## src/verilog/dccc_pkg.sv

```systemverilog
// package for the conversion clock and sequence controller
// assumes one 100 MHz core clock; all analog parts sit outside
package dccc_pkg;
    localparam int unsigned CORE_CLK_HZ = 100_000_000;
    // register offsets
    localparam logic [4:0] REG_RESULT_LO = 5'h00;
    localparam logic [4:0] REG_RESULT_HI = 5'h01;
    localparam logic [4:0] REG_FAULT = 5'h02;
    localparam logic [4:0] REG_CLKDIV = 5'h03;
    localparam logic [4:0] REG_GAIN_MUX = 5'h04;
    localparam logic [4:0] REG_SOFT_RST = 5'h06;
    localparam logic [4:0] REG_REF_OSC = 5'h07;
    // field positions
    localparam int unsigned CLKDIV_LSB_FIRST_BIT = 2;
    localparam int unsigned CLKDIV_BINARY_BIT = 3;
    localparam int unsigned GAIN_MUX_START_BIT = 7;
    localparam int unsigned REF_OSC_FOR_REF_BIT = 5;
    localparam int unsigned REF_OSC_ON_BIT = 4;
    localparam int unsigned REF_ON_BIT = 3;
    localparam int unsigned REF_BUF_ON_BIT = 2;
    localparam int unsigned MUX_SWAP_BIT = 2;
    localparam int unsigned MUX_SINGLE_BIT = 3;
    // reset values: everything clears to zero
    localparam logic [7:0] REG_RESET_VAL = 8'h00;
    // reference level codes; zero is the reset choice
    localparam logic [1:0] REF_SEL_2V5 = 2'h0;
    localparam logic [1:0] REF_SEL_2V048 = 2'h1;
    localparam logic [1:0] REF_SEL_1V15 = 2'h2;
    // cycle counts in divided clocks; the start pin hold counts undivided pin clock rising edges
    localparam logic [5:0] CONV_CYCLES = 6'h30;
    localparam logic [5:0] PGA_CYCLES = 6'h24;
    localparam logic [5:0] CAPTURE_END = 6'h0C;
    localparam logic [5:0] AUTOZERO_END = 6'h18;
    localparam logic [1:0] START_DELAY_TICKS = 2'h2;
    localparam logic [1:0] PIN_HOLD_CLKS = 2'h2;
    localparam int unsigned RESULT_W = 12;
    localparam int unsigned FAULT_W = 4;

    typedef enum logic [1:0] {
        DCCC_IDLE,
        DCCC_WAIT,
        DCCC_PGA,
        DCCC_SAR
    } dccc_phase_t;

    typedef enum logic [1:0] {
        DCCC_STEP_CAPTURE,
        DCCC_STEP_AUTOZERO,
        DCCC_STEP_AMPLIFY,
        DCCC_STEP_NONE
    } dccc_step_t;

    typedef struct packed {
        logic [1:0] div_sel;
        logic lsb_first;
        logic binary;
        logic [2:0] gain;
        logic [3:0] mux;
        logic osc_for_ref;
        logic osc_on;
        logic ref_on;
        logic buf_on;
        logic [1:0] ref_sel;
        logic soft_rst;
    } dccc_cfg_t;

    typedef struct packed {
        dccc_cfg_t cfg;
        logic [RESULT_W-1:0] result;
        logic overload;
        logic [FAULT_W-1:0] faults;
        logic [FAULT_W-1:0] flt_acc;
        logic conv_clk_q;
        logic [2:0] div_cnt;
        logic [1:0] wait_cnt;
        logic pin_q;
        logic pin_armed;
        logic [1:0] pin_hold;
        dccc_phase_t phase;
        logic [5:0] cyc;
        logic [RESULT_W-1:0] sar;
        logic [3:0] bit_idx;
        logic [7:0] rdata;
    } dccc_state_t;
endpackage

```

## src/verilog/dccc_top.sv

```systemverilog
// conversion clock division, 48-cycle sequencer, gain/mux and fault capture
// assumes all pins synchronous to i_core_clk; the serial port decodes
// instructions outside and hands over direct-mode starts as a pulse
//
// Functional notes
// - divided clock is the pin clock divided by 1, 2, 4 or 8.
// - divide select lives in register 3, same for both clock sources.
// - pin is output when drive pin high or oscillator bit set.
// - internal clock always sensed at the pin itself.
// - oscillator clocks reference when its reference bit and the reference-on bit are both set.
// - amplifier and converter biased only during their phases.
// - reference buffer output floats while disabled.
// - serial clock independent of conversion clock.
// - reference level selectable; 2.5 V after reset.
// - gain code from register 4 picks one of eight gains.
// - input switches decoded from four-bit channel field.
// - swap bit exchanges differential inputs.
// - result lsb is overload flag, OR of all fault comparators.
// - register 2 records which faults occurred.
// - twos complement result by default, msb or lsb first.
// - differential codes span -2048 to 2047.
// - single-ended codes span 0 to 2047.
// - a conversion lasts 48 divided clocks.
// - first 36 cycles capture, auto-zero, then amplify.
// - last 12 cycles decide one result bit each.
// - start on direct-mode instruction or register 4 start bit.
// - direct start begins on second divided falling edge after.
// - reset, start, oscillator are pin OR bit; start pin held two clocks.
// - busy high while converting.
// - master reset clears every register.
//
// The strobed register port and the register offsets were chosen for this implementation.
`timescale 1ns/1ps
`default_nettype none
module dccc_top
    import dccc_pkg::*;
(
    input wire logic i_core_clk,
    input wire logic i_srst,
    input wire logic i_reset_pin,
    input wire logic [4:0] i_addr,
    input wire logic [7:0] i_wdata,
    input wire logic i_wr,
    input wire logic i_rd,
    output logic [7:0] o_rdata,
    input wire logic i_direct_start,
    input wire logic [6:0] i_direct_code,
    input wire logic i_convert_pin,
    input wire logic i_osc_drive_pin,
    input wire logic i_osc_clk,
    input wire logic i_conv_clk_in,
    output logic o_conv_clk_out,
    output logic o_conv_clk_oe_n,
    output logic o_osc_en,
    output logic o_ref_clk_osc,
    output logic o_ref_en,
    output logic [1:0] o_ref_sel,
    output logic o_ref_buf_en,
    output logic o_ref_buf_hiz,
    output logic o_div_tick,
    output logic [2:0] o_gain_code,
    output logic [7:0] o_pos_line,
    output logic [7:0] o_neg_line,
    output logic o_neg_common,
    output logic o_pga_bias_en,
    output logic o_sar_bias_en,
    output logic [1:0] o_pga_step,
    output logic [RESULT_W-1:0] o_dac_code,
    input wire logic i_sar_cmp,
    input wire logic [FAULT_W-1:0] i_fault,
    output logic o_lsb_first,
    output logic o_busy
);
    dccc_state_t st_r;
    dccc_state_t st_nxt;
    logic rst;
    logic conv_fall;
    logic conv_rise;
    logic div_tick;
    logic [2:0] div_max;
    logic start_req;
    logic [RESULT_W-1:0] trial;
    logic [RESULT_W-1:0] coded;

    assign rst = i_srst | i_reset_pin | st_r.cfg.soft_rst;
    // pin sampled, never the oscillator directly, so shared lines match
    assign conv_fall = st_r.conv_clk_q & ~i_conv_clk_in;
    assign conv_rise = ~st_r.conv_clk_q & i_conv_clk_in;
    assign div_max = 3'((4'h1 << st_r.cfg.div_sel) - 4'h1);
    assign div_tick = conv_fall && (st_r.div_cnt == div_max);
    assign trial = st_r.sar | (RESULT_W'(1) << st_r.bit_idx);
    // sar yields offset binary; msb flip gives twos complement
    assign coded = {st_r.sar[RESULT_W-1] ^ ~st_r.cfg.binary,
        st_r.sar[RESULT_W-2:0]};

    always_comb begin
        st_nxt = st_r;
        start_req = 1'b0;
        st_nxt.conv_clk_q = i_conv_clk_in;
        st_nxt.pin_q = i_convert_pin;
        st_nxt.rdata = REG_RESET_VAL;
        // divider counts falling edges of the pin clock
        if (conv_fall) begin
            st_nxt.div_cnt = div_tick ? 3'h0 : st_r.div_cnt + 3'h1;
        end
        // start pin: rising edge, then must stay high two clock periods
        if (i_convert_pin && !st_r.pin_q) begin
            st_nxt.pin_armed = 1'b1;
            st_nxt.pin_hold = 2'h0;
        end else if (!i_convert_pin) begin
            st_nxt.pin_armed = 1'b0;
        end else if (st_r.pin_armed && conv_rise) begin
            if (st_r.pin_hold + 2'h1 == PIN_HOLD_CLKS) begin
                start_req = 1'b1;
                st_nxt.pin_armed = 1'b0;
            end else begin
                st_nxt.pin_hold = st_r.pin_hold + 2'h1;
            end
        end
        // register writes
        if (i_wr) begin
            case (i_addr)
                REG_CLKDIV: begin
                    st_nxt.cfg.div_sel = i_wdata[1:0];
                    st_nxt.cfg.lsb_first = i_wdata[CLKDIV_LSB_FIRST_BIT];
                    st_nxt.cfg.binary = i_wdata[CLKDIV_BINARY_BIT];
                end
                REG_GAIN_MUX: begin
                    st_nxt.cfg.gain = i_wdata[6:4];
                    st_nxt.cfg.mux = i_wdata[3:0];
                    if (i_wdata[GAIN_MUX_START_BIT]) begin
                        start_req = 1'b1;
                    end
                end
                REG_SOFT_RST: begin
                    st_nxt.cfg.soft_rst = i_wdata[0];
                end
                REG_REF_OSC: begin
                    st_nxt.cfg.osc_for_ref = i_wdata[REF_OSC_FOR_REF_BIT];
                    st_nxt.cfg.osc_on = i_wdata[REF_OSC_ON_BIT];
                    st_nxt.cfg.ref_on = i_wdata[REF_ON_BIT];
                    st_nxt.cfg.buf_on = i_wdata[REF_BUF_ON_BIT];
                    st_nxt.cfg.ref_sel = i_wdata[1:0];
                end
                default: begin
                end
            endcase
        end
        // direct-mode instruction loads gain and channel, then starts
        // serial side has its own clock; only a core-domain pulse arrives
        if (i_direct_start) begin
            st_nxt.cfg.gain = i_direct_code[6:4];
            st_nxt.cfg.mux = i_direct_code[3:0];
            start_req = 1'b1;
        end
        if (i_rd) begin
            case (i_addr)
                REG_RESULT_LO: st_nxt.rdata = {coded_lo(st_r.result), 3'h0, st_r.overload};
                REG_RESULT_HI: st_nxt.rdata = st_r.result[RESULT_W-1:4];
                REG_FAULT: st_nxt.rdata = {4'h0, st_r.faults};
                REG_CLKDIV: st_nxt.rdata = {4'h0, st_r.cfg.binary, st_r.cfg.lsb_first,
                    st_r.cfg.div_sel};
                REG_GAIN_MUX: st_nxt.rdata = {1'b0, st_r.cfg.gain, st_r.cfg.mux};
                REG_REF_OSC: st_nxt.rdata = {2'h0, st_r.cfg.osc_for_ref, st_r.cfg.osc_on,
                    st_r.cfg.ref_on, st_r.cfg.buf_on, st_r.cfg.ref_sel};
                default: st_nxt.rdata = REG_RESET_VAL;
            endcase
        end
        // sequencer; a start while busy is ignored
        case (st_r.phase)
            DCCC_IDLE: begin
                if (start_req) begin
                    st_nxt.phase = DCCC_WAIT;
                    st_nxt.wait_cnt = 2'h0;
                end
            end
            DCCC_WAIT: begin
                if (div_tick) begin
                    if (st_r.wait_cnt + 2'h1 == START_DELAY_TICKS) begin
                        st_nxt.phase = DCCC_PGA;
                        st_nxt.cyc = 6'h0;
                        st_nxt.sar = '0;
                        st_nxt.flt_acc = '0;
                        st_nxt.bit_idx = 4'(RESULT_W - 1);
                    end else begin
                        st_nxt.wait_cnt = st_r.wait_cnt + 2'h1;
                    end
                end
            end
            DCCC_PGA: begin
                st_nxt.flt_acc = st_r.flt_acc | i_fault;
                if (div_tick) begin
                    st_nxt.cyc = st_r.cyc + 6'h1;
                    if (st_r.cyc == PGA_CYCLES - 6'h1) begin
                        st_nxt.phase = DCCC_SAR;
                    end
                end
            end
            DCCC_SAR: begin
                st_nxt.flt_acc = st_r.flt_acc | i_fault;
                if (div_tick) begin
                    st_nxt.cyc = st_r.cyc + 6'h1;
                    if (i_sar_cmp) begin
                        st_nxt.sar = trial;
                    end
                    st_nxt.bit_idx = st_r.bit_idx - 4'h1;
                    if (st_r.cyc == CONV_CYCLES - 6'h1) begin
                        st_nxt.phase = DCCC_IDLE;
                    end
                end
            end
            default: begin
                st_nxt.phase = DCCC_IDLE;
            end
        endcase
        // result and flags land together with busy falling
        if (st_r.phase == DCCC_SAR && div_tick && st_r.cyc == CONV_CYCLES - 6'h1) begin
            st_nxt.result = {coded[RESULT_W-1:1], coded[0] | (i_sar_cmp &&
                st_r.bit_idx == 4'h0)};
            if (i_sar_cmp) begin
                st_nxt.result = {trial[RESULT_W-1] ^ ~st_r.cfg.binary, trial[RESULT_W-2:0]};
            end
            st_nxt.faults = st_r.flt_acc | i_fault;
            st_nxt.overload = |(st_r.flt_acc | i_fault);
        end
    end

    function automatic logic [3:0] coded_lo(input logic [RESULT_W-1:0] r);
        coded_lo = r[3:0];
    endfunction

    always_ff @(posedge i_core_clk) begin
        if (rst) begin
            st_r <= '0;
        end else begin
            st_r <= st_nxt;
        end
    end

    // pin direction and oscillator enables
    assign o_osc_en = i_osc_drive_pin | st_r.cfg.osc_on |
        o_ref_clk_osc;
    assign o_conv_clk_oe_n = ~(i_osc_drive_pin | st_r.cfg.osc_on);
    assign o_conv_clk_out = i_osc_clk;
    assign o_ref_clk_osc = st_r.cfg.osc_for_ref & st_r.cfg.ref_on;
    assign o_ref_en = st_r.cfg.ref_on;
    assign o_ref_sel = st_r.cfg.ref_sel;
    assign o_ref_buf_en = st_r.cfg.buf_on;
    assign o_ref_buf_hiz = ~st_r.cfg.buf_on;
    assign o_div_tick = div_tick;
    assign o_gain_code = st_r.cfg.gain;
    assign o_lsb_first = st_r.cfg.lsb_first;
    assign o_rdata = st_r.rdata;
    assign o_busy = (st_r.phase == DCCC_PGA) || (st_r.phase == DCCC_SAR);
    assign o_pga_bias_en = (st_r.phase == DCCC_PGA);
    assign o_sar_bias_en = (st_r.phase == DCCC_SAR);
    assign o_dac_code = (st_r.phase == DCCC_SAR) ? trial : '0;
    // capture, auto-zero, amplify split evenly; gain does not change it
    always_comb begin
        if (st_r.phase != DCCC_PGA) begin
            o_pga_step = DCCC_STEP_NONE;
        end else if (st_r.cyc < CAPTURE_END) begin
            o_pga_step = DCCC_STEP_CAPTURE;
        end else if (st_r.cyc < AUTOZERO_END) begin
            o_pga_step = DCCC_STEP_AUTOZERO;
        end else begin
            o_pga_step = DCCC_STEP_AMPLIFY;
        end
    end

    // channel decode: one loop over the eight input lines
    genvar gi;
    generate
        for (gi = 0; gi < 8; gi++) begin : g_line
            logic se;
            logic swp;
            logic even;
            logic odd;
            assign se = st_r.cfg.mux[MUX_SINGLE_BIT];
            assign swp = st_r.cfg.mux[MUX_SWAP_BIT];
            assign even = ((gi % 2) == 0) && (st_r.cfg.mux[1:0] == 2'(gi / 2));
            assign odd = ((gi % 2) == 1) && (st_r.cfg.mux[1:0] == 2'(gi / 2));
            assign o_pos_line[gi] = se ? (st_r.cfg.mux[2:0] == 3'(gi)) :
                (swp ? odd : even);
            assign o_neg_line[gi] = se ? 1'b0 : (swp ? even : odd);
        end
    endgenerate
    assign o_neg_common = st_r.cfg.mux[MUX_SINGLE_BIT];
endmodule
`default_nettype wire

```

## config.mk

```make
export PLATFORM = sky130hd
export DESIGN_NAME = dccc_top
export DESIGN_NICKNAME = d
export VERILOG_FILES = /design/src/verilog/dccc_pkg.sv /design/src/verilog/dccc_top.sv
export SDC_FILE = /design/constraint.sdc
export NUM_CORES = 1
export LEC_CHECK = 0
export BUFFER_PORTS_ARGS = -buffer_cell sky130_fd_sc_hd__buf_2
export CAP_MARGIN = 10
export CORE_AREA = 2 2 91 93
export CTS_CLUSTER_SIZE = 30
export DETAILED_ROUTE_END_ITERATION = 10
export DIE_AREA = 0 0 93 95
export PLACE_DENSITY = 0.87
export SLEW_MARGIN = 0
export SYNTH_ARGS = -nofsm -noshare
export SYNTH_HDL_FRONTEND = slang
export SYNTH_SLANG_ARGS = --single-unit
export TNS_END_PERCENT = 10
```

## constraint.sdc

```tcl
create_clock -name i_core_clk -period 3.8 [get_ports i_core_clk]
set_input_delay 0.38 -clock i_core_clk [delete_from_list [all_inputs] [get_ports i_core_clk]]
set_output_delay 0.38 -clock i_core_clk [all_outputs]
set_load 0.02 [all_outputs]
```

==> impl_metrics.env, run 1 <==
export IMPL_cts_tree="yes"
export IMPL_clock_latency_ns=0.37
export IMPL_rsz0062_at_grt="no"
export IMPL_clockRootBuffer="clkbuf_8"
export IMPL_start_util_pct=58.4
export IMPL_grt_max_degree=66
export IMPL_crit_fanout=16
export IMPL_p_sw_uw=477
export IMPL_ys_seq_area_share_pct=35.0
export IMPL_skew_ns=0.0101
export IMPL_synth_avg_cell_area_sq_um=7.93
export IMPL_syn_area_sq_um=4630
export IMPL_ys_ff_latch=81
export IMPL_max_freq_ghz=0.388
export IMPL_hp_class="input port to flip-flop"
export IMPL_fin_crit_ns=2.58
export IMPL_status="finished clean"
export IMPL_drt_iter0_drc=290
export IMPL_swShare_pct=28.0
export IMPL_seq_power_share_pct=50.9
export IMPL_final_cell_mix="buf_2, dfxtp_1, nor2_1"
export IMPL_ctsHoldBuffers=0
export IMPL_hpwl_um=8160
export IMPL_cts_sinks=81
export IMPL_totalWireLength_um=11400
export IMPL_yosysWarnings=0
export IMPL_combinationalPowerShare_pct=10.0
export IMPL_maxSlewHeadroom_pct=17.8
export IMPL_final_net_count=666
export IMPL_vias=4374
export IMPL_path_clk_slew_ns=0.09
export IMPL_place_area_sq_um=4850
export IMPL_power_per_cell_area_nw_per_um2=337
export IMPL_synth_edff_count=0
export IMPL_io_pins=91
export IMPL_wl_per_cell_um=15.6
export IMPL_finalPower_mw=1.71
export IMPL_maxCapViolCount=0
export IMPL_fp_dieW_um=93
export IMPL_ys_types=61
export IMPL_globalplace_congestion=0.911
export IMPL_maxSlewViolCount=0
export IMPL_pwr_share_clk_pct=39.0
export IMPL_drt_pass1_iter_count=5
export IMPL_area_delta_synth_final_pct=9.21
export IMPL_tightest_slew_ns=1.23
export IMPL_ys_flop_type="dfxtp_1"
export IMPL_report_final_hold_viol_count=0
export IMPL_cp_arrival_ns=2.79
export IMPL_finalWorstSetupSlack_ns=1.22
export IMPL_coreArea_sq_um=7930
export IMPL_dp_cells=711
export IMPL_syn_num_nets=633
export IMPL_grt_pass1_wl_um=18700
export IMPL_worst_endpoint_required_ns=4.01
export IMPL_dieArea_sq_um=8840
export IMPL_total_leakage_power_nw=1.82
export IMPL_diodes=0
export IMPL_tns_ns=0
export IMPL_drc=0
export IMPL_setup_viol=0
export IMPL_final_antenna_net_count=0
export IMPL_ctsResizeCount=0
export IMPL_fin_cells=727
export IMPL_drive_above_1_share_pct=19.8
export IMPL_criticalPathCategory="flip-flop to flip-flop"
export IMPL_grt_ovfl_total=0
export IMPL_final_common_cell="buf_2"
export IMPL_p_int_mw=1.23
export IMPL_peakVddDrop_mv=0.214
export IMPL_die_h_um=95
export IMPL_timing_final_crit_share_pct=67.9
export IMPL_fin_area_sq_um=5060
export IMPL_first_global_vias=3941
export IMPL_synth_cells=584
export IMPL_htree_levels=3
export IMPL_pre_cts_slack_ns=1.31
export IMPL_port_buffer_count=88
export IMPL_async_flop_share_pct=0
export IMPL_via_per_inst=6.02
export IMPL_hold_slack_ns=0.248
export IMPL_critPathLaunchType="flip-flop"
export IMPL_finish_utilization_pct=63.8
export IMPL_track_usage_pct=26.3
export IMPL_cts_buffer_depth=2
export IMPL_antenna_found_initial=0
export IMPL_fp_row_count=33
export IMPL_numCtsBuffers=9
export IMPL_post_cts_buffers=0
export IMPL_cp_end_kind="flip-flop"
synthesized netlist by cell type (7+ instances only):
cell / instances / area share (%)
a211oi_1: 34 / 5.5
a21oi_1: 54 / 5.8
a31oi_1: 12 / 1.6
and3_1: 9 / 1.2
buf_2: 8 / 0.86
buf_4: 26 / 4.2
clkbuf_1: 32 / 2.6
dfxtp_1: 81 / 35
ha_1: 14 / 3.8
inv_1: 20 / 1.6
mux2i_1: 9 / 1.9
nand2_1: 32 / 2.6
nand3_1: 23 / 2.5
nand3b_1: 7 / 1.1
nor2_1: 62 / 5.0
nor2b_1: 18 / 2.4
nor3_1: 19 / 2.1
o21ai_0: 30 / 3.2
or3_1: 7 / 0.95
state kept, by name, indices dropped and copies added, names as in the netlist:
signal,flops
o_ref_sel,2
g_line.swp,1
o_gain_code,3
o_ref_buf_en,1
o_lsb_first,1
o_rdata,8
o_ref_en,1
st_r,52
o_neg_common,1
coded,11
cells by family (layout without fill, tap and decap cells):
family          Yosys count  in the layout  synth area share, %
mux                      11             11                 2.43
buf+inv                  88            126                 9.61
simple gates            213            213                 23.7
flops                    81             81                 35.0
xor+xnor                  3              3                0.567
compound gates          174            174                 24.9
fa+ha+maj                14             14                 3.78
final timing paths:
check / from / endpoint / slack [ns] / depth (start not counted)
worst min register to register: st_r[35] / st_r[34] / 0.45 / 1
worst min-delay path: i_addr[0] / st_r[63] / 0.25 / 2
worst max-delay path: st_r[79] / st_r[25] / 1.22 / 6
worst max register to register: st_r[79] / st_r[25] / 1.22 / 6
per-layer routing:
| metal | vias to the layer above | GRT usage [%] | share of wire (%) |
|---|---|---|---|
| li1 | 2167 | - | - |
| met1 | 2014 | 33.7 | 44 |
| met2 | 177 | 44.6 | 47 |
| met3 | 16 | 4.39 | 6.9 |
| met4 | 0 | 9.80 | 1.8 |
| met5 | - | 0 | 0 |
power by group through the flow:
stage | Combinational, mW | Clock, mW | Sequential [mW]
2_1_floorplan | 0.125 | 0 | 0.881
3_3_place_gp | 0.164 | 0 | 0.888
3_5_place_dp | 0.169 | 0 | 0.889
4_1_cts | 0.169 | 0.674 | 0.869
5_1_grt | 0.187 | 0.709 | 0.871
6_report | 0.171 | 0.666 | 0.869
final cells by class:
class                      count  area (sq um)
fill                         695          2870
multi-input combinational    415          2570
sequential                    81          1620
timing repair buffer          90           455
tap                          105           131
clock buffer                   9           124
clock inverter                 7          85.1
inverter                      20          75.1
worst max-delay path: stages, from the launching register on:
cell	delay [ns]
dfxtp_1	0.45
nor4b_1	0.40
o31ai_1	0.13
buf_4	0.20
a211oi_2	0.89
a2bb2oi_1	0.26
a211oi_1	0.09
Note: power is estimated with default switching activity, not from simulation.
==> inputs of run 2 (changes only) <==
--- a/config.mk
+++ b/config.mk
@@ -7,11 +7,11 @@
 export LEC_CHECK = 0
 export BUFFER_PORTS_ARGS = -buffer_cell sky130_fd_sc_hd__buf_2
 export CAP_MARGIN = 10
-export CORE_AREA = 2 2 91 93
+export CORE_AREA = 2 2 100 102
 export CTS_CLUSTER_SIZE = 30
 export DETAILED_ROUTE_END_ITERATION = 10
-export DIE_AREA = 0 0 93 95
-export PLACE_DENSITY = 0.87
+export DIE_AREA = 0 0 102 104
+export PLACE_DENSITY = 0.77
 export SLEW_MARGIN = 0
 export SYNTH_ARGS = -nofsm -noshare
 export SYNTH_HDL_FRONTEND = slang
==> constraint.sdc (replaced) <==
create_clock -name i_core_clk -period 2.25 [get_ports i_core_clk]
set_input_delay 0.225 -clock i_core_clk [delete_from_list [all_inputs] [get_ports i_core_clk]]
set_output_delay 0.225 -clock i_core_clk [all_outputs]
set_load 0.02 [all_outputs]
==> run 2 against run 1 <==
  * Critical path depth shrank 2
  * Clock skew rose by 0.0013 ns
  * Flip-flop and latch count unchanged
  * Largest power group unchanged
==> impl_metrics.env, run 2 (synthesis results as in run 1) <==
export IMPL_status="finished clean"
export IMPL_cts_buffer_depth=2
export IMPL_hold_start="i_addr[0]"
export IMPL_report_final_hold_viol_count=0
export IMPL_p_sw_uw=809
export IMPL_final_antenna_net_count=0
export IMPL_grt_max_degree=44
export IMPL_timing_final_crit_share_pct=96.2
export IMPL_combinationalPowerShare_pct=10.5
export IMPL_track_usage_pct=22.6
export IMPL_peakVddDrop_mv=0.283
export IMPL_start_util_pct=48.5
export IMPL_critPathLaunchType="flip-flop"
export IMPL_grtUsageMet2_pct=37.4
export IMPL_grt_pass1_wl_um=19500
export IMPL_path_clk_slew_ns=0.09
export IMPL_final_cell_mix="buf_2, dfxtp_1, nor2_1"
export IMPL_cts_tree="yes"
export IMPL_maxCapViolCount=0
export IMPL_wl_per_cell_um=15.8
export IMPL_cp_arrival_ns=1.94
export IMPL_cp_end_kind="primary output"
export IMPL_globalplace_congestion=0.871
export IMPL_dieArea_sq_um=10600
export IMPL_first_global_vias=4131
export IMPL_reg2reg_depth=6
export IMPL_diodes=0
export IMPL_drive_above_1_share_pct=22.2
export IMPL_maxSlewViolCount=0
export IMPL_grt_use_met1_pct=28.3
export IMPL_fp_row_count=36
export IMPL_numCtsBuffers=9
export IMPL_r2r_start="st_r[80]"
export IMPL_setup_viol=0
export IMPL_largest_reg_flops=52
export IMPL_place_area_sq_um=5000
export IMPL_fin_cells=769
export IMPL_pre_cts_slack_ns=0.135
export IMPL_vias=4452
export IMPL_ctsHoldBuffers=0
export IMPL_tns_ns=0
export IMPL_fin_crit_ns=2.17
export IMPL_grt_ovfl_total=0
export IMPL_maxSlewHeadroom_pct=41.3
export IMPL_die_h_um=104
export IMPL_hold_depth=2
export IMPL_p_int_mw=2.11
export IMPL_cts_sinks=81
export IMPL_tightest_slew_ns=0.880
export IMPL_drt_pass1_iter_count=5
export IMPL_fp_dieW_um=102
export IMPL_pwr_share_clk_pct=39.2
export IMPL_skew_ns=0.0114
export IMPL_final_common_cell="buf_2"
export IMPL_seq_power_share_pct=50.3
export IMPL_r2r_slack_ns=0.16
export IMPL_grtUsageMet3_pct=4.91
export IMPL_fin_area_sq_um=5230
export IMPL_r2r_end="st_r[23]"
export IMPL_dp_cells=753
export IMPL_antenna_found_initial=0
export IMPL_drt_iter0_drc=300
export IMPL_totalWireLength_um=12200
export IMPL_rsz0062_at_grt="no"
export IMPL_final_net_count=680
export IMPL_max_freq_ghz=0.462
export IMPL_regMostFlops="st_r"
export IMPL_coreArea_sq_um=9550
export IMPL_criticalPathCategory="flip-flop to primary output"
export IMPL_crit_fanout=11
export IMPL_total_leakage_power_nw=1.89
export IMPL_hp_class="input port to flip-flop"
export IMPL_io_pins=91
export IMPL_drc=0
export IMPL_hpwl_um=8940
export IMPL_area_delta_synth_final_pct=12.9
export IMPL_finalWorstSetupSlack_ns=0.0848
export IMPL_via_per_inst=5.79
export IMPL_swShare_pct=27.7
export IMPL_clock_latency_ns=0.38
export IMPL_hold_end="st_r[63]"
export IMPL_top_usage_layer="met2"
export IMPL_port_buffer_count=88
export IMPL_worst_endpoint_required_ns=2.03
export IMPL_power_per_cell_area_nw_per_um2=558
export IMPL_htree_levels=3
export IMPL_clockRootBuffer="clkbuf_8"
==> run 2: worst max path at each step <==
stage,from,endpoint,slack (ns),cells after the start
after floorplan,st_r[30],st_r[29],0.02,8
after global placement,st_r[30],st_r[29],0.24,7
after detailed placement,st_r[30],st_r[30],0.13,7
after CTS,st_r[80],o_div_tick,0.08,4
after global routing,st_r[80],o_div_tick,0.02,4
final,st_r[80],o_div_tick,0.08,4
==> run 2: stage by stage <==
stage          hold WS [ns]  total power, mW  util, %
2_1_floorplan         0.301             1.70        -
3_3_place_gp          0.444             1.79     52.4
3_5_place_dp          0.450             1.80     52.4
4_1_cts              0.0941             2.92     54.6
5_1_grt               0.107             3.00     54.8
6_report             0.0988             2.92     54.8
==> run 2: what timing repair did <==
item,4_1_cts,5_1_grt
endpoints found under the setup margin,0,5
resized for setup,0,4
buffers inserted,0,0
==> run 2: layout make-up <==
| cell class | count | area (sq um) |
|---|---|---|
| clock buffer | 10 | 138 |
| clock inverter | 6 | 75.1 |
| fill | 913 | 4320 |
| inverter | 20 | 75.1 |
| multi-input combinational | 415 | 2580 |
| sequential | 81 | 1620 |
| tap | 133 | 166 |
| timing repair buffer | 104 | 573 |
==> run 2: critical path, stage by stage (launching register included) <==
cell	delay, ns
dfxtp_1	0.37
or2_1	0.27
or4_4	0.53
a21oi_1	0.19
buf_2	0.20
==> run 2: power groups by stage <==
| stage | logic (mW) | registers, mW | clock network [mW] |
|---|---|---|---|
| final | 0.306 | 1.47 | 1.15 |
| after global routing | 0.337 | 1.47 | 1.20 |
| after CTS | 0.301 | 1.47 | 1.15 |
| after detailed placement | 0.300 | 1.50 | 0 |
| after global placement | 0.292 | 1.50 | 0 |
| after floorplan | 0.211 | 1.49 | 0 |
==> run 2: layer usage <==
| metal | vias to the layer above | routed length [um] |
|---|---|---|
| met5 | - | 0 |
| met4 | 0 | 265 |
| met3 | 27 | 789 |
| met2 | 178 | 5860 |
| met1 | 2064 | 5240 |
| li1 | 2183 | - |
